<file path="src/rtl/escc_map.svh">
// Register offsets, field positions, reset values and framing counts of the code controller
`ifndef ESCC_MAP_SVH
`define ESCC_MAP_SVH
`define ESCC_ADDR_W 12
`define ESCC_OFF_CTRL 12'h170
`define ESCC_OFF_HIST 12'h171
`define ESCC_OFF_EXP1 12'h172
`define ESCC_OFF_EXP2 12'h173
`define ESCC_OFF_EXP3 12'h174
`define ESCC_OFF_TXCODE 12'h175
`define ESCC_OFF_TXRPT 12'h176
`define ESCC_CTRL_SRC 7
`define ESCC_CTRL_MF_HI 6
`define ESCC_CTRL_MF_LO 5
`define ESCC_CTRL_RXEN 4
`define ESCC_CTRL_RST 3
`define ESCC_CTRL_RF_HI 2
`define ESCC_CTRL_RF_LO 1
`define ESCC_CTRL_SEND 0
`define ESCC_RST_BYTE 8'h00
`define ESCC_RST_CODE 4'h0
`define ESCC_RST_FSEL 2'h0
`define ESCC_RST_RPT 8'h01
`define ESCC_FIRST_FRAME 4'h2
`define ESCC_CODE_BITS 3'h4
`define ESCC_FLT_N0 3'h1
`define ESCC_FLT_N1 3'h3
`define ESCC_FLT_N2 3'h5
`define ESCC_FLT_N3 3'h7
`define ESCC_RUN_MAX 3'h7
`define ESCC_CRC_CFG_BAD 2'h3
`endif

</file>
<file path="src/rtl/escc_pkg.sv">
// Types shared by the code controller modules
package escc_pkg;
    typedef logic [3:0] escc_code_t;
    typedef enum logic [1:0] {
        TX_IDLE = 2'b00,
        TX_WAIT = 2'b01,
        TX_SEND = 2'b10,
        TX_ONES = 2'b11
    } escc_tx_st_t;
    typedef enum logic [3:0] {
        QL_UNKNOWN = 4'h0,
        QL_PRC = 4'h2,
        QL_SSUA = 4'h4,
        QL_SSUB = 4'h8,
        QL_SEC = 4'hB,
        QL_DNU = 4'hF
    } escc_ql_t;
endpackage

</file>
<file path="src/rtl/escc_flt_if.sv">
// Link between the controller and one consecutive-code filter
`timescale 1ns/1ps
interface escc_flt_if;
    logic load;
    logic [3:0] code;
    logic [1:0] sel;
    logic pass;
    modport ctl (output load, output code, output sel, input pass);
    modport flt (input load, input code, input sel, output pass);
endinterface

</file>
<file path="src/rtl/escc_code_filter.sv">
// Consecutive identical code qualifier
`timescale 1ns/1ps
`include "escc_map.svh"
module escc_code_filter
    import escc_pkg::*;
(
    // Clock and reset
    input wire logic ref_clk_i,
    input wire logic nrst_i,
    input wire logic ce_i,
    input wire logic clr_i,
    // Code stream
    escc_flt_if.flt f
);
    function automatic logic [2:0] need(input logic [1:0] sel);
        unique case (sel)
            2'b00: need = `ESCC_FLT_N0;
            2'b01: need = `ESCC_FLT_N1;
            2'b10: need = `ESCC_FLT_N2;
            2'b11: need = `ESCC_FLT_N3;
        endcase
    endfunction

    logic [3:0] last_q;
    logic [2:0] run_q;
    logic [2:0] run_d;
    logic pass_q;

    always_comb
    begin
        if (run_q != 3'h0 && f.code == last_q)
            run_d = (run_q == `ESCC_RUN_MAX) ? run_q : run_q + 3'h1;
        else
            run_d = 3'h1;
    end

    always_ff @(posedge ref_clk_i or negedge nrst_i)
    begin
        if (!nrst_i)
        begin
            last_q <= 4'h0;
            run_q <= 3'h0;
            pass_q <= 1'b0;
        end
        else if (ce_i)
        begin
            pass_q <= 1'b0;
            if (clr_i)
            begin
                last_q <= 4'h0;
                run_q <= 3'h0;
            end
            else if (f.load)
            begin
                last_q <= f.code;
                run_q <= run_d;
                pass_q <= (f.sel == 2'b00) || (run_d == need(f.sel) && run_d != run_q);
            end
        end
    end

    assign f.pass = pass_q;
endmodule

</file>
<file path="src/rtl/escc_code_ctrl.sv">
// E1 sync status code controller: register port, code insertion and extraction
// Summary of operation
// - Send code MSB first from frame 2, one bit per qualifying frame.
// - Codes are 4 bits; known quality levels listed, others reserved.
// - Source-select bit picks Sa (0, default) or Si (1) both ways.
// - Active code bits override ordinary Sa values in that position.
// - Match filter needs 0, 3, 5 or 7 identical codes before match events.
// - Receiver monitors carrier only while receive-enable is one.
// - Controller-reset bit restores registers to defaults and self-clears.
// - Receive filter needs 0, 3, 5 or 7 identical codes before update.
// - Send bit starts transmission of stored code and self-clears.
// - Validated code goes to bits 3:0, prior code moves to 7:4.
// - Three expected-code registers each raise their own filtered match event.
// - Change-of-status event when validated code differs from stored one.
// - Transmitter inserts stored code automatically once send is requested.
// - Repeat count sets sends before all-ones; one default, zero continuous.
// - With Si carrier, code bits take precedence over programmed Si values.
`timescale 1ns/1ps
`include "escc_map.svh"
module escc_code_ctrl
    import escc_pkg::*;
(
    // Clock, reset, enable
    input wire logic ref_clk_i,
    input wire logic nrst_i,
    input wire logic ce_i,
    // Register port
    input wire logic [11:0] reg_addr_i,
    input wire logic [7:0] reg_wdata_i,
    input wire logic reg_wr_i,
    input wire logic reg_rd_i,
    output logic [7:0] reg_rdata_o,
    // Framer overhead timing
    input wire logic oh_slot_i,
    input wire logic [3:0] oh_frame_i,
    // Framer carrier configuration
    input wire logic [4:0] sa_pos_sel_i,
    input wire logic crc_mf_en_i,
    input wire logic [1:0] crc_multiframe_cfg_i,
    // Received overhead bits
    input wire logic [4:0] rx_sa_i,
    input wire logic rx_si_i,
    // Transmit overhead bits
    output logic [4:0] tx_sa_o,
    output logic [4:0] tx_sa_ovr_o,
    output logic tx_si_o,
    output logic tx_si_ovr_o,
    // Events and status
    output logic rx_status_alarm_o,
    output logic cos_evt_o,
    output logic [2:0] match_evt_o,
    output logic tx_done_evt_o,
    output logic rx_code_rsvd_o,
    output logic cfg_err_o
);
    ////////////////////////////////////////////////////////////////////////////////
    // Register port decode

    function automatic logic hit(input logic [11:0] a, input logic [11:0] off);
        hit = (a == off);
    endfunction

    function automatic logic known_code(input escc_code_t c);
        unique case (c)
            QL_UNKNOWN, QL_PRC, QL_SSUA, QL_SSUB, QL_SEC, QL_DNU: known_code = 1'b1;
            default: known_code = 1'b0;
        endcase
    endfunction

    logic wr;
    logic wr_ctrl;
    logic clr;
    logic send;
    assign wr = ce_i && reg_wr_i;
    assign wr_ctrl = wr && hit(reg_addr_i, `ESCC_OFF_CTRL);
    assign clr = wr_ctrl && reg_wdata_i[`ESCC_CTRL_RST];
    assign send = wr_ctrl && reg_wdata_i[`ESCC_CTRL_SEND] && !clr;

    logic carrier_select_q;
    logic [1:0] match_filter_sel_q;
    logic rx_code_enable_q;
    logic [1:0] rx_code_filter_sel_q;
    escc_code_t exp_q [3];
    escc_code_t tx_code_field_q;
    logic [7:0] tx_repeat_count_q;

    always_ff @(posedge ref_clk_i or negedge nrst_i)
    begin
        if (!nrst_i)
        begin
            carrier_select_q <= 1'b0;
            match_filter_sel_q <= `ESCC_RST_FSEL;
            rx_code_enable_q <= 1'b0;
            rx_code_filter_sel_q <= `ESCC_RST_FSEL;
            tx_code_field_q <= `ESCC_RST_CODE;
            tx_repeat_count_q <= `ESCC_RST_RPT;
            for (int i = 0; i < 3; i++)
                exp_q[i] <= `ESCC_RST_CODE;
        end
        else if (clr)
        begin
            carrier_select_q <= 1'b0;
            match_filter_sel_q <= `ESCC_RST_FSEL;
            rx_code_enable_q <= 1'b0;
            rx_code_filter_sel_q <= `ESCC_RST_FSEL;
            tx_code_field_q <= `ESCC_RST_CODE;
            tx_repeat_count_q <= `ESCC_RST_RPT;
            for (int i = 0; i < 3; i++)
                exp_q[i] <= `ESCC_RST_CODE;
        end
        else if (wr)
        begin
            if (wr_ctrl)
            begin
                carrier_select_q <= reg_wdata_i[`ESCC_CTRL_SRC];
                match_filter_sel_q <= reg_wdata_i[`ESCC_CTRL_MF_HI:`ESCC_CTRL_MF_LO];
                rx_code_enable_q <= reg_wdata_i[`ESCC_CTRL_RXEN];
                rx_code_filter_sel_q <= reg_wdata_i[`ESCC_CTRL_RF_HI:`ESCC_CTRL_RF_LO];
            end
            if (hit(reg_addr_i, `ESCC_OFF_EXP1))
                exp_q[0] <= reg_wdata_i[3:0];
            if (hit(reg_addr_i, `ESCC_OFF_EXP2))
                exp_q[1] <= reg_wdata_i[3:0];
            if (hit(reg_addr_i, `ESCC_OFF_EXP3))
                exp_q[2] <= reg_wdata_i[3:0];
            if (hit(reg_addr_i, `ESCC_OFF_TXCODE))
                tx_code_field_q <= reg_wdata_i[3:0];
            if (hit(reg_addr_i, `ESCC_OFF_TXRPT))
                tx_repeat_count_q <= reg_wdata_i;
        end
    end

    ////////////////////////////////////////////////////////////////////////////////
    // Multiframe code slot position

    logic [2:0] idx_q;
    logic pre_slot;
    logic code_slot;
    logic code_last;
    // code window opens at frame 2
    assign pre_slot = oh_slot_i && (oh_frame_i < `ESCC_FIRST_FRAME);
    assign code_slot = oh_slot_i && !pre_slot && (idx_q < `ESCC_CODE_BITS);
    assign code_last = code_slot && (idx_q == `ESCC_CODE_BITS - 3'h1);

    always_ff @(posedge ref_clk_i or negedge nrst_i)
    begin
        if (!nrst_i)
            idx_q <= `ESCC_CODE_BITS;
        else if (ce_i)
        begin
            if (pre_slot)
                idx_q <= 3'h0;
            else if (code_slot)
                idx_q <= idx_q + 3'h1;
        end
    end

    ////////////////////////////////////////////////////////////////////////////////
    // Transmitter

    escc_tx_st_t st_q;
    escc_code_t tx_cur_q;
    logic [7:0] rpt_left_q;
    logic tx_done_q;
    logic tx_bit;
    logic tx_ovr;

    always_ff @(posedge ref_clk_i or negedge nrst_i)
    begin
        if (!nrst_i)
        begin
            st_q <= TX_IDLE;
            tx_cur_q <= `ESCC_RST_CODE;
            rpt_left_q <= `ESCC_RST_RPT;
            tx_done_q <= 1'b0;
        end
        else if (ce_i)
        begin
            tx_done_q <= 1'b0;
            if (clr)
                st_q <= TX_IDLE;
            // code latched and sent with no further action
            else if (send)
            begin
                st_q <= TX_WAIT;
                tx_cur_q <= tx_code_field_q;
                rpt_left_q <= tx_repeat_count_q;
            end
            else
            begin
                unique case (st_q)
                    TX_IDLE: st_q <= TX_IDLE;
                    TX_WAIT:
                        if (pre_slot)
                            st_q <= TX_SEND;
                    TX_SEND:
                        if (code_last && rpt_left_q != 8'h00)
                        begin
                            rpt_left_q <= rpt_left_q - 8'h01;
                            if (rpt_left_q == 8'h01)
                                st_q <= TX_ONES;
                        end
                    TX_ONES:
                        if (code_last)
                        begin
                            st_q <= TX_IDLE;
                            tx_done_q <= 1'b1;
                        end
                endcase
            end
        end
    end

    assign tx_bit = (st_q == TX_ONES) ? 1'b1 : tx_cur_q[2'd3 - idx_q[1:0]];
    assign tx_ovr = code_slot && (st_q == TX_SEND || st_q == TX_ONES);
    // override of the chosen Sa position
    assign tx_sa_ovr_o = (tx_ovr && !carrier_select_q) ? sa_pos_sel_i : 5'h00;
    assign tx_sa_o = {5{tx_bit}} & sa_pos_sel_i;
    assign tx_si_ovr_o = tx_ovr && carrier_select_q;
    assign tx_si_o = tx_bit;
    assign tx_done_evt_o = tx_done_q;

    ////////////////////////////////////////////////////////////////////////////////
    // Receiver

    escc_flt_if rf ();
    escc_flt_if mf ();
    logic rx_bit;
    escc_code_t rx_sh_q;
    escc_code_t rx_code_q;
    logic rx_load_q;
    escc_code_t prior_rx_code_q;
    escc_code_t latest_rx_code_q;
    logic alarm_q;
    logic cos_q;
    logic [2:0] match_q;

    // receive carrier follows the select bit
    assign rx_bit = carrier_select_q ? rx_si_i : |(rx_sa_i & sa_pos_sel_i);

    always_ff @(posedge ref_clk_i or negedge nrst_i)
    begin
        if (!nrst_i)
        begin
            rx_sh_q <= `ESCC_RST_CODE;
            rx_code_q <= `ESCC_RST_CODE;
            rx_load_q <= 1'b0;
        end
        else if (ce_i)
        begin
            rx_load_q <= 1'b0;
            if (code_slot && rx_code_enable_q && !clr)
            begin
                rx_sh_q <= {rx_sh_q[2:0], rx_bit};
                if (code_last)
                begin
                    rx_code_q <= {rx_sh_q[2:0], rx_bit};
                    rx_load_q <= 1'b1;
                end
            end
        end
    end

    assign rf.load = rx_load_q;
    assign rf.code = rx_code_q;
    assign rf.sel = rx_code_filter_sel_q;
    assign mf.load = rx_load_q;
    assign mf.code = rx_code_q;
    assign mf.sel = match_filter_sel_q;

    escc_code_filter u_rx_flt (
        .ref_clk_i (ref_clk_i),
        .nrst_i (nrst_i),
        .ce_i (ce_i),
        .clr_i (clr || !rx_code_enable_q),
        .f (rf)
    );

    // match filter shared by all three matches
    escc_code_filter u_match_flt (
        .ref_clk_i (ref_clk_i),
        .nrst_i (nrst_i),
        .ce_i (ce_i),
        .clr_i (clr || !rx_code_enable_q),
        .f (mf)
    );

    always_ff @(posedge ref_clk_i or negedge nrst_i)
    begin
        if (!nrst_i)
        begin
            prior_rx_code_q <= `ESCC_RST_CODE;
            latest_rx_code_q <= `ESCC_RST_CODE;
            alarm_q <= 1'b0;
            cos_q <= 1'b0;
        end
        else if (ce_i)
        begin
            alarm_q <= 1'b0;
            cos_q <= 1'b0;
            if (clr)
            begin
                prior_rx_code_q <= `ESCC_RST_CODE;
                latest_rx_code_q <= `ESCC_RST_CODE;
            end
            else if (rf.pass)
            begin
                prior_rx_code_q <= latest_rx_code_q;
                latest_rx_code_q <= rx_code_q;
                alarm_q <= 1'b1;
                cos_q <= (rx_code_q != latest_rx_code_q);
            end
        end
    end

    // one match event per expected code
    for (genvar k = 0; k < 3; k++)
    begin : g_match
        always_ff @(posedge ref_clk_i or negedge nrst_i)
        begin
            if (!nrst_i)
                match_q[k] <= 1'b0;
            else if (ce_i)
                match_q[k] <= mf.pass && !clr && (rx_code_q == exp_q[k]);
        end
    end

    assign rx_status_alarm_o = alarm_q;
    assign cos_evt_o = cos_q;
    assign match_evt_o = match_q;
    assign rx_code_rsvd_o = !known_code(latest_rx_code_q);

    ////////////////////////////////////////////////////////////////////////////////
    // Configuration check and read data

    logic cfg_err_q;
    logic [7:0] rdata_q;

    always_ff @(posedge ref_clk_i or negedge nrst_i)
    begin
        if (!nrst_i)
            cfg_err_q <= 1'b0;
        else if (ce_i)
        begin
            if (carrier_select_q)
                cfg_err_q <= !crc_mf_en_i || crc_multiframe_cfg_i == `ESCC_CRC_CFG_BAD;
            else
                cfg_err_q <= sa_pos_sel_i == 5'h00 || (sa_pos_sel_i & (sa_pos_sel_i - 5'h01)) != 5'h00;
        end
    end

    assign cfg_err_o = cfg_err_q;

    always_ff @(posedge ref_clk_i or negedge nrst_i)
    begin
        if (!nrst_i)
            rdata_q <= `ESCC_RST_BYTE;
        else if (ce_i && reg_rd_i)
        begin
            unique case (reg_addr_i)
                // send and reset bits read back as zero
                `ESCC_OFF_CTRL: rdata_q <= {carrier_select_q, match_filter_sel_q,
                    rx_code_enable_q, 1'b0, rx_code_filter_sel_q, 1'b0};
                `ESCC_OFF_HIST: rdata_q <= {prior_rx_code_q, latest_rx_code_q};
                `ESCC_OFF_EXP1: rdata_q <= {4'h0, exp_q[0]};
                `ESCC_OFF_EXP2: rdata_q <= {4'h0, exp_q[1]};
                `ESCC_OFF_EXP3: rdata_q <= {4'h0, exp_q[2]};
                `ESCC_OFF_TXCODE: rdata_q <= {4'h0, tx_code_field_q};
                `ESCC_OFF_TXRPT: rdata_q <= tx_repeat_count_q;
                default: rdata_q <= 8'h00;
            endcase
        end
    end

    assign reg_rdata_o = rdata_q;
endmodule

</file>
<file path="config.mk">
export PLATFORM = sky130hd
export DESIGN_NAME = escc_code_ctrl
export DESIGN_NICKNAME = d
export VERILOG_FILES = /design/src/rtl/escc_pkg.sv /design/src/rtl/escc_flt_if.sv /design/src/rtl/escc_code_filter.sv /design/src/rtl/escc_code_ctrl.sv
export VERILOG_INCLUDE_DIRS = /design/src /design/src/rtl
export SDC_FILE = /design/constraint.sdc
export NUM_CORES = 1
export LEC_CHECK = 0
export BUFFER_PORTS_ARGS = -buffer_cell sky130_fd_sc_hd__buf_2
export CORE_AREA = 3 3 104 106
export DETAILED_ROUTE_END_ITERATION = 8
export DIE_AREA = 0 0 107 109
export GPL_TIMING_DRIVEN = 0
export HOLD_SLACK_MARGIN = 0.08
export PLACE_DENSITY_LB_ADDON = 0.25
export REMOVE_ABC_BUFFERS = 1
export SYNTH_ARGS = -nofsm -noshare
export SYNTH_HDL_FRONTEND = slang
export SYNTH_SLANG_ARGS = --single-unit
</file>
<file path="constraint.sdc">
create_clock -name ref_clk_i -period 3.1 [get_ports ref_clk_i]
set_input_delay 0.155 -clock ref_clk_i [delete_from_list [all_inputs] [get_ports ref_clk_i]]
set_output_delay 0.155 -clock ref_clk_i [all_outputs]
set_load 0.05 [all_outputs]
</file>
Word level (Yosys, flattened, before mapping)
Index checks and enable logic that the tools add are counted.
{ "totals": {"regBits": 90, "input_bits": 44, "output_inout_bits": 28} }
{ "classes": {"n_reduce_logical": 73, "n_bitwise": 4, "magnitude_cmp": 3, "n_addsub": 6, "n_eq_ne": 39, "muxes": 78} }
{ "ops": {"columns": ["operator", "n"], "rows": [
  ["12-bit by 9-bit == test with 1-bit output, second input constant", 7],
  ["8-bit one-hot mux with 7 select lines", 1],
  ["3-bit two-way mux", 16],
  ["4-bit two-way mux", 12],
  ["8-bit two-way mux", 6],
  ["1-bit logical AND", 24],
  ["1-bit two-way mux", 24],
  ["12-bit two-way mux", 2],
  ["2-bit two-way mux", 12],
  ["3-bit one-hot mux with 4 select lines", 2],
  ["2-bit nonzero test", 12],
  ["2-bit AND reduction", 10],
  ["4-bit == test", 4],
  ["4-bit != test, second input constant", 4],
  ["5-bit AND", 3],
  ["2-bit == test, second input constant", 7],
  ["4-bit == test, second input constant", 3],
  ["3-bit by 1-bit adder with 3-bit output, second input constant", 3],
  ["8-bit by 1-bit == test with 1-bit output, second input constant", 1],
  ["2-bit one-hot mux with 4 select lines", 1],
  ["8-bit nonzero test", 1],
  ["8-bit by 1-bit subtractor with 8-bit output, second input constant", 1],
  ["2-bit by 1-bit == test with 1-bit output, second input constant", 3],
  ["3-bit == test", 2],
  ["other kinds (26)", 42]
]} }

Longest topological paths before layout
Gate-level depths: netlist of run 1.
{ "depth": {"depth_word": 11, "ltp_mapped": 8} }

By module
From an unflattened synthesis of run 1, not the netlist that was laid out.
{ "unflattened": {"cells_unflattened": 583, "hier_area_um2": 5755.5} }
{ "modules_own_cells": {"columns": ["module", "cells_each", "area_per_inst_um2", "seq_area_each_um2", "n_inst"], "rows": [
  ["escc_code_ctrl", 461, 4604.4, 1955.6, 1],
  ["escc_code_filter (u_rx_flt)", 61, 579.3, 200.2, 1],
  ["escc_code_filter (u_match_flt)", 61, 571.8, 200.2, 1]
]} }

Least setup slack after synthesis of run 1
Ideal clock, no wire load.
{ "synth_timing": {"kind": "register to register", "start": "register rpt_left_q[0]", "end": "register st_q[0]", "arrival_ps": 2055, "setup_ps": 124, "t_required_ps": 2976, "setup_slack_ps": 921, "synth_period_minus_slack_ps": 2179, "path_stages_with_launch": 8, "cell_sequence": "dfstp_2 inv_1 ha_1 or4b_1 o41ai_1 o21ai_1 a21o_1 a211o_1"} }
{ "synth_via": {"elab_chain_len": 4, "elab_cells_between_ends": 6} }
{ "synth_rtl": {"columns": ["item", "line_no", "source"], "rows": [
  ["start, declared", "escc_code_ctrl.sv:163", "logic [7:0] rpt_left_q;"],
  ["start signal, assigned", "escc_code_ctrl.sv:174", "rpt_left_q <= `ESCC_RST_RPT;"],
  ["start signal, assigned", "escc_code_ctrl.sv:187", "rpt_left_q <= tx_repeat_count_q;"],
  ["start signal, assigned", "escc_code_ctrl.sv:199", "rpt_left_q <= rpt_left_q - 8'h01;"],
  ["8-bit nonzero test", "escc_code_ctrl.sv:197", "if (code_last && rpt_left_q != 8'h00)"],
  ["1-bit logical AND", "escc_code_ctrl.sv:197", null],
  ["4-bit != test (no line)", null, null],
  ["5-bit AND reduction (no line) *", null, null],
  ["end signal, assigned", "escc_code_ctrl.sv:195", "st_q <= TX_SEND;"],
  ["end signal, assigned", "escc_code_ctrl.sv:201", "st_q <= TX_ONES;"],
  ["end signal, assigned", "escc_code_ctrl.sv:206", "st_q <= TX_IDLE;"],
  ["end, declared", "escc_code_ctrl.sv:161", "escc_tx_st_t st_q;"]
]} }
Every way passes the cells marked *; elsewhere a longest branch is shown, timed or not.
A chain may end at the register's enable or synchronous reset.

Worst setup path after layout of run 1
{ "layout_timing": {"start": "input port reg_addr_i[1]", "end": "register tx_repeat_count_q[5]"} }
{ "layout_via": {"elab_chain_len": 5, "elab_cells_between_ends": 8} }
{ "layout_rtl": {"columns": ["item", "line_no", "source"], "rows": [
  ["start, declared", "escc_code_ctrl.sv:28", "input wire logic [11:0] reg_addr_i,"],
  ["12-bit by 9-bit == test with 1-bit output", "escc_code_ctrl.sv:60", "hit = (a == off);"],
  ["1-bit logical AND", "escc_code_ctrl.sv:75", "assign wr_ctrl = wr && hit(reg_addr_i, `ESCC_OFF_CTRL);"],
  ["1-bit logical AND", "escc_code_ctrl.sv:76", "assign clr = wr_ctrl && reg_wdata_i[`ESCC_CTRL_RST];"],
  ["2-bit nonzero test (no line)", null, null],
  ["2-bit AND reduction (no line)", null, null],
  ["end signal, assigned", "escc_code_ctrl.sv:96", "tx_repeat_count_q <= `ESCC_RST_RPT;"],
  ["end signal, assigned", "escc_code_ctrl.sv:107", "tx_repeat_count_q <= `ESCC_RST_RPT;"],
  ["end signal, assigned", "escc_code_ctrl.sv:129", "tx_repeat_count_q <= reg_wdata_i;"],
  ["end, declared", "escc_code_ctrl.sv:85", "logic [7:0] tx_repeat_count_q;"]
]} }
Several ways; a longest one is shown, not always the timed one.

==> results of run 1 <==
## cells by family (layout without fill, tap and decap cells)
| kind of cell | count (synthesis) | after routing |
|---|---|---|
| flops | 90 | 90 |
| xor+xnor | 23 | 23 |
| compound gates | 142 | 142 |
| mux | 46 | 46 |
| buf+inv | 53 | 114 |
| simple gates | 175 | 175 |
| fa+ha+maj | 12 | 12 |
## where the power goes
group          internal (mW)  switching (mW)
Sequential              1.20          0.0283
Combinational          0.121           0.212
Clock                  0.406           0.405
## worst register-to-register path: stages, from the launching register on
cell and delay, ns:
dfstp_2 0.59, inv_1 0.06, ha_1 0.24, or4b_1 0.52
o41ai_1 0.25, o21ai_1 0.16, a21o_1 0.20, a211o_1 0.29
## cell usage after synthesis, types with 9 or more instances
cell type  count  share of area, %
mux2_2        14               3.0
xor2_1        14               2.3
clkbuf_1      12              0.86
a21oi_1       18               1.7
mux2i_1       30               5.7
nor2b_1       10               1.2
nand2_1       48               3.4
nor2_1        40               2.9
inv_1         21               1.5
nand3_1       11               1.0
buf_2         12               1.1
nor3_1        11               1.0
nor4_1        10               1.2
a22oi_1       14               2.0
xnor2_1        9               1.5
dfrtp_1       87                41
ha_1          11               2.6
o21ai_0       31               2.9
## worst max-delay path by stage
stage,end,start,cells past startpoint
6_report,tx_repeat_count_q[5],reg_addr_i[1],6
5_1_grt,tx_repeat_count_q[1],reg_addr_i[1],6
4_1_cts,latest_rx_code_q[3],reg_addr_i[9],6
3_5_place_dp,latest_rx_code_q[3],reg_addr_i[9],6
3_3_place_gp,prior_rx_code_q[3],reg_addr_i[9],6
2_1_floorplan,latest_rx_code_q[0],reg_addr_i[9],5
## flip-flops by register name, indices dropped and copies added, names as in the netlist, 2 cells and up
register / flops
reg_rdata_o: 8
latest_rx_code_q: 4
mf.code: 4
prior_rx_code_q: 4
idx_q: 3
match_filter_sel_q: 2
u_match_flt.run_q: 3
tx_code_field_q: 4
rpt_left_q: 8
tx_cur_q: 4
u_rx_flt.last_q: 4
rf.sel: 2
match_evt_o: 3
rx_sh_q: 3
st_q: 2
tx_repeat_count_q: 8
exp_q: 12
u_rx_flt.run_q: 3
## per-stage QoR
stage / util [%] / cell area (um2)
after detailed placement: 57.53 / 5675
after floorplan: - / 5129
after global routing: 60.10 / 5928
after global placement: 57.23 / 5645
after CTS: 59.98 / 5917
final: 60.10 / 5928
## metal layers
layer  track usage (%)  share of wire, %  vias to the layer above
li1                  -                 -                     2099
met1             34.35                46                     2181
met2             38.49                47                      152
met3             4.263               5.5                       25
met4             8.950               2.2                        0
met5                 0                 0                        -
## repair_timing
item,4_1_cts,5_1_grt
setup endpoints to repair,0,0
endpoints found under the hold margin,32,0
hold buffers,5,0
## cell type report
type,count,area (um2),share of cell area [%]
multi-input combinational,398,2786,47.00
sequential,90,2256,38.05
timing repair buffer,77,441.7,7.450
tap,133,166.4,2.807
clock buffer,11,151.4,2.554
inverter,23,86.33,1.456
clock inverter,3,40.04,0.6754
==> qor.yml, run 1 <==
run_status:
  status: "finished, final reports clean"
routing:
  vias: 4457
  wire_per_inst_um: 18.47
  postRouteAntennaNets: 0
  vias_per_cell: 6.064
  firstDrtPassIters: 5
  wl_mm: 13.58
  drc: 0
  dr.first_iter.drc_count: 308
setup_path:
  critPathLaunchType: "input pin"
  cp_slowest_cell: "nor3b_1"
  rr_startpoint: "rpt_left_q[0]"
  cpLargestDelayFamily: "simple AND/OR/NAND/NOR gates"
  critical-path-max-stage-delay_ns: 1.17
  path_cells: "buf_2 > nor2b_1 > and2_1 > nor3b_1 > mux2i_1 > nor2_1"
  critPathArrivalTime_ns: 2.74
  crit_type: "in -> reg"
  crit_buf_inv: 1
  rr_worst_depth: 7
  r2r_slack_ns: 0.67
  crit_required_ns: 3.34
  endpoint_kind: "flop"
  cp_max_fo: 19
  r2r_end: "st_q[0]"
grt:
  antenna_found_initial: 0
  grt_max_degree: 66
  grt_pass1_wl_mm: 22.36
  grt.total_usage_pct: 24.52
  grt_pass1_vias: 4337
  grt_overflow: 0
flow_run:
  max_cap_viol_count: 0
sta:
  layout_setup_ws_ns: 0.5987
  final_max_slew_viol_count: 0
  fin_crit_sh_pct: 80.69
  max_freq_mhz: 399.8
  finalSetupViolCount: 0
  worst_pin_slew_ns: 1.449
  hold_viol: 0
  finClkSkew_ns: 0.01119
  finalSetupTns_ns: 0
  layout_min_cycle_time_ns: 2.501
  slew_headroom_pct: 3.173
  whs_ns: 0.1255
  rsz0062_at_grt: "false"
placement:
  port-buffer-count: 70
  place_hpwl_mm: 9.940
  dp_slack_ns: -0.0004272
  dp_cells: 715
  gp_congestion: 0.8982
power_and_ir_drop:
  powerDensity_nw_per_um2: 400.0
  power.leakage_nw: 2.850
  power.total_mw: 2.371
  max-vdd-ir-drop_v: 0.0002136
cells_and_area:
  drive_above_1_share_pct: 20.43
  antenna-diode-count: 0
  final_cell_mix: "dfrtp_1 (87), buf_2 (69), nand2_1 (48), nor2_1 (40), o21ai_0 (31)"
  final_nets: 654
  fillerInstances: 844
  final_common_cell: "dfrtp_1"
  final_cells: 735
  area_growth_pct: 12.54
synthesis:
  synthesis.area_um2: 5268
  synth-edff-count: 0
  synth-seq-area-share_pct: 42.83
  yosys_warnings: 0
  synthFlopType: "dfrtp_1"
  synth-seq-cells: 90
  synth_top_family_by_area: "compound AO/OA/AOI/OAI gates"
  synth_compound_area_share_pct: 19.52
  synth_xor_area_share_pct: 3.824
  netlist_instances: 541
  synth_cell_types: 78
  async_flop_share_pct: 100.0
  syn_avg_cell_area_um2: 9.737
  synth_fa_ha_area_share_pct: 2.803
  synth.area.mux_share_pct: 9.335
  yosys.area_share.simple_pct: 17.41
die:
  core_um2: 9864
  io_pins: 72
  die-area_um2: 11660
  start_util_pct: 53.40
  die_h_um: 109
  die_x_um: 107
  rows: 36
min_path:
  hold_path_startpoint: "reg_wdata_i[1]"
  min_path_type: "in -> reg"
  min_path_cells: 3
  holdPathEnd: "rf.sel[0]"
clock_network:
  cts_tree: "yes"
  clock_path_buffers: 2
  clock_latency_ns: 0.36
  ctsResizeCount: 0
  numCtsBuffers: 9
  cts_sinks: 90
  path_clk_slew_ns: 0.09
  post-cts-setup-buffer-count: 0
  cts_root_buffer: "clkbuf_8"
  htreeDepth: 3
Power figures use the tool's default switching activity.
==> run 2: changes to the inputs <==
--- a/config.mk
+++ b/config.mk
@@ -7,9 +7,9 @@
 export NUM_CORES = 1
 export LEC_CHECK = 0
 export BUFFER_PORTS_ARGS = -buffer_cell sky130_fd_sc_hd__buf_2
-export CORE_AREA = 3 3 104 106
+export CORE_AREA = 3 3 105 107
 export DETAILED_ROUTE_END_ITERATION = 8
-export DIE_AREA = 0 0 107 109
+export DIE_AREA = 0 0 108 110
 export GPL_TIMING_DRIVEN = 0
 export HOLD_SLACK_MARGIN = 0.08
 export PLACE_DENSITY_LB_ADDON = 0.25
==> constraint.sdc (replaced) <==
create_clock -name ref_clk_i -period 2 [get_ports ref_clk_i]
set_input_delay 0.1 -clock ref_clk_i [delete_from_list [all_inputs] [get_ports ref_clk_i]]
set_output_delay 0.1 -clock ref_clk_i [all_outputs]
set_load 0.05 [all_outputs]
==> run 2 against run 1 <==
Sequential cell count unchanged. Via count up 4.7%. Register-to-register slack worse by 0.86 ns. The flow now finishes with violations (setup timing). Utilization up 1.8 points. First-iteration DRC count up 14%. Worst setup slack worse by 0.79 ns. Clock skew down 0.0018 ns. Routed wire length up 8.7%. Highest routed layer unchanged. Non-clock buffer count up 19. Largest cell class unchanged. Cell count up 3.4%. Count of clock-buffer cells in the layout up 1.
==> qor.yml, run 2 (synthesis results as in run 1) <==
sta:
  hold_viol: 0  # unchanged
  worst_pin_slew_ns: 0.8867  # -0.5625 ns
  max_freq_mhz: 456.0
  slew_headroom_pct: 40.76  # +38 points
  layout_min_cycle_time_ns: 2.193
  fin_crit_sh_pct: 109.7
  whs_ns: 0.08549  # -0.03996 ns
  rsz0062_at_grt: "true"
  finalSetupViolCount: 8  # +8
  finClkSkew_ns: 0.009440  # -0.001754 ns
  final_max_slew_viol_count: 0  # unchanged
  layout_setup_ws_ns: -0.1931  # -0.7918 ns
setup_path:
  crit_required_ns: 2.25  # -1.09 ns
  crit_type: "reg -> reg"
  critPathLaunchType: "flop"
  rr_worst_depth: 7  # unchanged
  endpoint_kind: "flop"
  cp_max_fo: 4  # -15
  r2r_end: "st_q[0]"
  r2r_slack_ns: -0.19  # -0.86 ns
  critPathArrivalTime_ns: 2.44  # -0.30 ns
  rr_startpoint: "rpt_left_q[0]"
  critPathLaunch: "rpt_left_q[0]"
  critPathCapture: "st_q[0]"
placement:
  place_hpwl_mm: 9.874  # -0.67%
  gp_congestion: 0.8866  # -1.3%
  postPlaceCellArea_um2: 5679  # about the same
  port-buffer-count: 70  # unchanged
  dp_slack_ns: -1.089  # -1.089 ns
die:
  start_util_pct: 51.49  # -1.9 points
  die_h_um: 110  # +0.92%
  io_pins: 72  # unchanged
  die-area_um2: 11880  # +1.9%
  core_um2: 10230  # +3.7%
  die_x_um: 108  # +0.93%
  rows: 37  # +2.8%
cells_and_area:
  drive_above_1_share_pct: 27.88  # +7.5 points
  final_cell_mix: "dfrtp_1 (85), buf_2 (64), nand2_1 (48), nor2_1 (37), mux2i_1 (30)"
  antenna-diode-count: 0  # unchanged
  multiInputGateArea_um2: 3014  # +8.2%
  final_nets: 674  # +3.1%
  post-route-cell-area_um2: 6331  # +6.8%
  fillerInstances: 830  # -1.7%
  largest_register_ffs: 12  # unchanged
  final_common_cell: "dfrtp_1"
  area_growth_pct: 20.19
  largest-register: "exp_q"
  layout.area.seq_um2: 2258  # +0.11%
grt:
  grt_overflow: 0  # unchanged
  grt_pass1_vias: 4625  # +6.6%
  grt_max_degree: 51  # -23%
  grt_pass1_wl_mm: 23.70  # +6.0%
  grt.total_usage_pct: 25.56  # +1.0 points
  antenna_found_initial: 0  # unchanged
clock_network:
  clock_latency_ns: 0.37  # about the same
  clock_path_buffers: 2  # unchanged
  numCtsBuffers: 9  # unchanged
  path_clk_slew_ns: 0.09  # about the same
  cts_root_buffer: "clkbuf_8"
  cts_sinks: 90  # unchanged
  cts_tree: "yes"
  htreeDepth: 3  # unchanged
routing:
  wire_per_inst_um: 19.42  # +5.2%
  vias_per_cell: 6.139  # +1.2%
  postRouteAntennaNets: 0  # unchanged
  vias: 4666  # +4.7%
  dr.first_iter.drc_count: 350  # +14%
  drc: 0  # unchanged
  wl_mm: 14.76  # +8.7%
  firstDrtPassIters: 5  # unchanged
run_status:
  violations: "setup timing"
  status: "complete, but fails checks"
power_and_ir_drop:
  max-vdd-ir-drop_v: 0.0003375  # +58%
  power.leakage_nw: 2.983  # +4.6%
  powerDensity_nw_per_um2: 591.1  # +48%
min_path:
  min_path_type: "in -> reg"
flow_run:
  max_cap_viol_count: 0  # unchanged
[run 2: changes by cell type in the layout (fill, tap and decap cells not counted), sizes merged]
cell | previous run | this run
clkinvlp | 0 | 2
dlygate4sd3 | 5 | 8
buf | 72 | 88
clkbuf | 11 | 12
bufinv | 1 | 0
nor3 | 12 | 13
[run 2: per-stage QoR]
stage	TNS [ns]	util [%]	power (mW)	std cells
2_1_floorplan	-1.791	-	2.237	511
3_3_place_gp	-33.79	55.22	2.426	717
3_5_place_dp	-37.07	55.51	2.449	718
4_1_cts	-0.7719	61.01	3.718	760
5_1_grt	-1.470	61.88	3.892	760
6_report	-0.6323	61.88	3.742	760
[run 2: critical path: stages, from the launching register on]
cell	delay, ns
dfstp_2	0.59
inv_2	0.06
ha_4	0.16
or4b_4	0.49
o41ai_2	0.19
o21ai_1	0.13
a21o_1	0.18
a211o_1	0.28
[run 2: routing by layer]
| metal | vias up | global-route usage (%) | wire length (um) |
|---|---|---|---|
| met2 | 190 | 43.43 | 7060 |
| met5 | - | 0 | 0 |
| met1 | 2306 | 32.98 | 6430 |
| met3 | 25 | 4.834 | 1004 |
| li1 | 2145 | - | - |
| met4 | 0 | 8.837 | 266 |
[run 2: where the power goes]
| group | leakage, nW | switching (mW) | internal (mW) |
|---|---|---|---|
| combinational | 1.67 | 0.384 | 0.249 |
| clock | 0.0944 | 0.656 | 0.550 |
| sequential | 1.22 | 0.0421 | 1.86 |
[run 2: repair_timing]
action,CTS,global route
pin swaps,17,7
gates resized for setup,40,21
buffers inserted,17,1
cloned,1,0
hold buffers,8,0
endpoints found under the hold margin,49,0
setup endpoints to repair,65,45
[run 2: area by class of cell]
type                    count  area share [%]
flip-flops and latches     90           35.67
multi-input cells         399           47.61
inverters                  23           1.364
clock buffers              12           2.609
clock inverters             4          0.3953
repair buffers             96           9.664
well taps                 136           2.688
[run 2: worst min-delay path by stage]
stage | start | end | slack, ns | depth (start not counted)
CTS | sa_pos_sel_i[3] | cfg_err_o | 0.08 | 3
finish | sa_pos_sel_i[3] | cfg_err_o | 0.09 | 3
global route | sa_pos_sel_i[3] | cfg_err_o | 0.11 | 3
detailed placement | nrst_i | idx_q[0] | 0.12 | 1
floorplan | nrst_i | carrier_select_q | -0.20 | 0
global placement | reg_wdata_i[4] | rx_code_enable_q | 0.37 | 3
==> run 3: changes to the inputs <==
--- a/config.mk
+++ b/config.mk
@@ -7,9 +7,10 @@
 export NUM_CORES = 1
 export LEC_CHECK = 0
 export BUFFER_PORTS_ARGS = -buffer_cell sky130_fd_sc_hd__buf_2
-export CORE_AREA = 3 3 105 107
+export CORE_AREA = 3 3 137 139
 export DETAILED_ROUTE_END_ITERATION = 8
-export DIE_AREA = 0 0 108 110
+export DIE_AREA = 0 0 140 142
+export GPL_ROUTABILITY_DRIVEN = 0
 export GPL_TIMING_DRIVEN = 0
 export HOLD_SLACK_MARGIN = 0.08
 export PLACE_DENSITY_LB_ADDON = 0.25
==> run 3 against run 2 <==
The run still ends with setup timing left. Hold slack improved by 0.016 ns. Sequential share of layout area decreased by 1.5 points. Global-route usage decreased by 10 points. Count of clock-buffer cells in the layout unchanged. Critical path depth unchanged. Sequential cell count unchanged. Non-clock buffer count increased by 7. Power increased by 15%. Clock skew decreased by 0.0048 ns. Routed wire length increased by 6.0%. Sequential power about the same. Critical path type unchanged. Highest routed layer unchanged.
==> qor.yml, run 3 (synthesis results as in run 1) <==
power_and_ir_drop:
  power.leakage_nw: 3.064  # +2.7%
  power.total_mw: 4.302  # +15%
  powerDensity_nw_per_um2: 649.0  # +9.8%
  max-vdd-ir-drop_v: 0.0004437  # +31%
cells_and_area:
  largest_register_ffs: 12  # unchanged
  final_common_cell: "dfrtp_1"
  final_cells: 859  # +13%
  largest-register: "exp_q"
  area_growth_pct: 25.84
  final_nets: 680  # +0.89%
  final_cell_mix: "dfrtp_1 (82), buf_2 (64), nand2_1 (48), nor2_1 (36), mux2i_1 (30)"
  drive_above_1_share_pct: 29.84  # +2.0 points
  antenna-diode-count: 0  # unchanged
setup_path:
  crit_type: "reg -> reg"
  critPathLaunch: "rpt_left_q[0]"
  r2r_slack_ns: -0.17  # +0.02 ns
  cp_max_fo: 3  # -1
  r2r_end: "st_q[0]"
  endpoint_kind: "flop"
  crit_required_ns: 2.23  # -0.02 ns
  critPathArrivalTime_ns: 2.40  # -0.04 ns
  rr_worst_depth: 7  # unchanged
  rr_startpoint: "rpt_left_q[0]"
  critPathLaunchType: "flop"
clock_network:
  htreeDepth: 3  # unchanged
  cts_sinks: 90  # unchanged
  cts_tree: "yes"
  clock_latency_ns: 0.35  # -0.02 ns
  cts_root_buffer: "clkbuf_16"
  clock_path_buffers: 2  # unchanged
  numCtsBuffers: 9  # unchanged
  path_clk_slew_ns: 0.06  # -0.03 ns
routing:
  postRouteAntennaNets: 0  # unchanged
  vias: 4601  # -1.4%
  vias_per_cell: 5.356  # -13%
  dr.first_iter.drc_count: 414  # +18%
  wl_mm: 15.66  # +6.0%
  drc: 0  # unchanged
  firstDrtPassIters: 6  # +1
  wire_per_inst_um: 18.22  # -6.2%
die:
  start_util_pct: 29.63  # -22 points
  die-area_um2: 19880  # +67%
  rows: 49  # +32%
  io_pins: 72  # unchanged
  die_x_um: 140  # +30%
  core_um2: 17780  # +74%
  die_h_um: 142  # +29%
sta:
  slew_headroom_pct: 45.46  # +4.7 points
  rsz0062_at_grt: "true"
  worst_pin_slew_ns: 0.8165  # -0.07027 ns
  hold_viol: 0  # unchanged
  layout_setup_ws_ns: -0.1733  # +0.01976 ns
  finClkSkew_ns: 0.004629  # -0.004811 ns
  final_max_slew_viol_count: 0  # unchanged
  max_freq_mhz: 460.1  # +0.91%
  layout_min_cycle_time_ns: 2.173  # -0.01976 ns
  finalSetupTns_ns: -0.3395  # +0.2928 ns
  finalSetupViolCount: 4  # -4
  fin_crit_sh_pct: 108.7  # -0.99 points
min_path:
  min_path_cells: 3  # unchanged
  holdPathEnd: "rf.sel[1]"
  hold_path_startpoint: "reg_wdata_i[2]"
  min_path_type: "in -> reg"
grt:
  grt_pass1_vias: 4527  # -2.1%
  met1_usage_pct: 21.93  # -11 points
  grt_max_degree: 60  # +18%
  grt.total_usage_pct: 15.50  # -10 points
  grt_overflow: 0  # unchanged
  grt_pass1_wl_mm: 24.54  # +3.5%
  use_met3_pct: 1.949  # -2.9 points
  use_met2_pct: 24.79  # -19 points
  antenna_found_initial: 0  # unchanged
  top_usage_layer: "met2"
run_status:
  violations: "setup timing"
  status: "complete, but fails checks"
flow_run:
  max_cap_viol_count: 0  # unchanged
placement:
  place_hpwl_mm: 11.12  # +13%
  dp_cells: 812  # +13%
  port-buffer-count: 70  # unchanged
-- run 3: cell count changes in the layout (fill, tap and decap cells not counted), moves of 2 or more --
cell           before  now
clkbuf_8           12    2
buf_4              20   29
clkbuf_16           0    9
dfrtp_1            85   82
dfrtp_2             2    5
dlygate4sd3_1       8    5
o2bb2ai_1           5    8
o2bb2ai_2           3    0
ha_1                8    6
ha_4                2    4
inv_1              19   17
inv_2               3    5
-- run 3: worst max path at each step --
stage,cells after the start,end
floorplan,7,st_q[0]
global placement,6,prior_rx_code_q[3]
detailed placement,6,tx_repeat_count_q[5]
CTS,7,st_q[0]
global route,7,st_q[0]
finish,7,st_q[0]
-- run 3: cell type report --
type	count	area (um2)
flip-flops and latches	90	2262
multi-input cells	398	3027
fillers	1780	11150
well taps	229	286.5
clock inverters	4	50.05
inverters	23	86.33
clock buffers	12	256.5
repair buffers	103	660.6
-- run 3: report_power, final --
group / switching (mW) / internal (mW) / total, mW / leakage, nW
Sequential: 0.0537 / 1.86 / 1.92 / 1.21
Combinational: 0.384 / 0.248 / 0.633 / 1.71
Clock: 0.718 / 1.04 / 1.75 / 0.145
-- run 3: metal layers --
| layer | wire (um) | up-vias |
|---|---|---|
| li1 | - | 2168 |
| met5 | 0 | - |
| met1 | 7547 | 2288 |
| met4 | 216 | 0 |
| met2 | 7147 | 134 |
| met3 | 743 | 11 |
-- run 3: critical path: stages, from the launching register on --
cell and delay [ns]:
dfstp_2 0.55, inv_2 0.05, ha_4 0.15, or4b_4 0.50
o41ai_2 0.21, o21ai_1 0.14, a21o_1 0.19, a211o_1 0.29
-- run 3: what timing repair did --
item | in CTS | in global routing
endpoints found under the hold margin | 39 | 0
setup buffers | 11 | 15
gates resized for setup | 32 | 35
endpoints found under the setup margin | 58 | 44
pin swaps | 4 | 15
hold buffers | 5 | 0
-- run 3: through the flow --
stage	setup WS (ns)	util (%)	hold slack (ns)	area (um2)
after global routing	-0.2388	37.28	0.1117	6629
after detailed placement	-0.7949	32.66	0.07554	5807
after CTS	-0.1834	35.88	0.08899	6379
final	-0.1733	37.28	0.1017	6629
after global placement	-1.190	32.43	0.3857	5766
after floorplan	-0.1790	-	-0.1956	5129
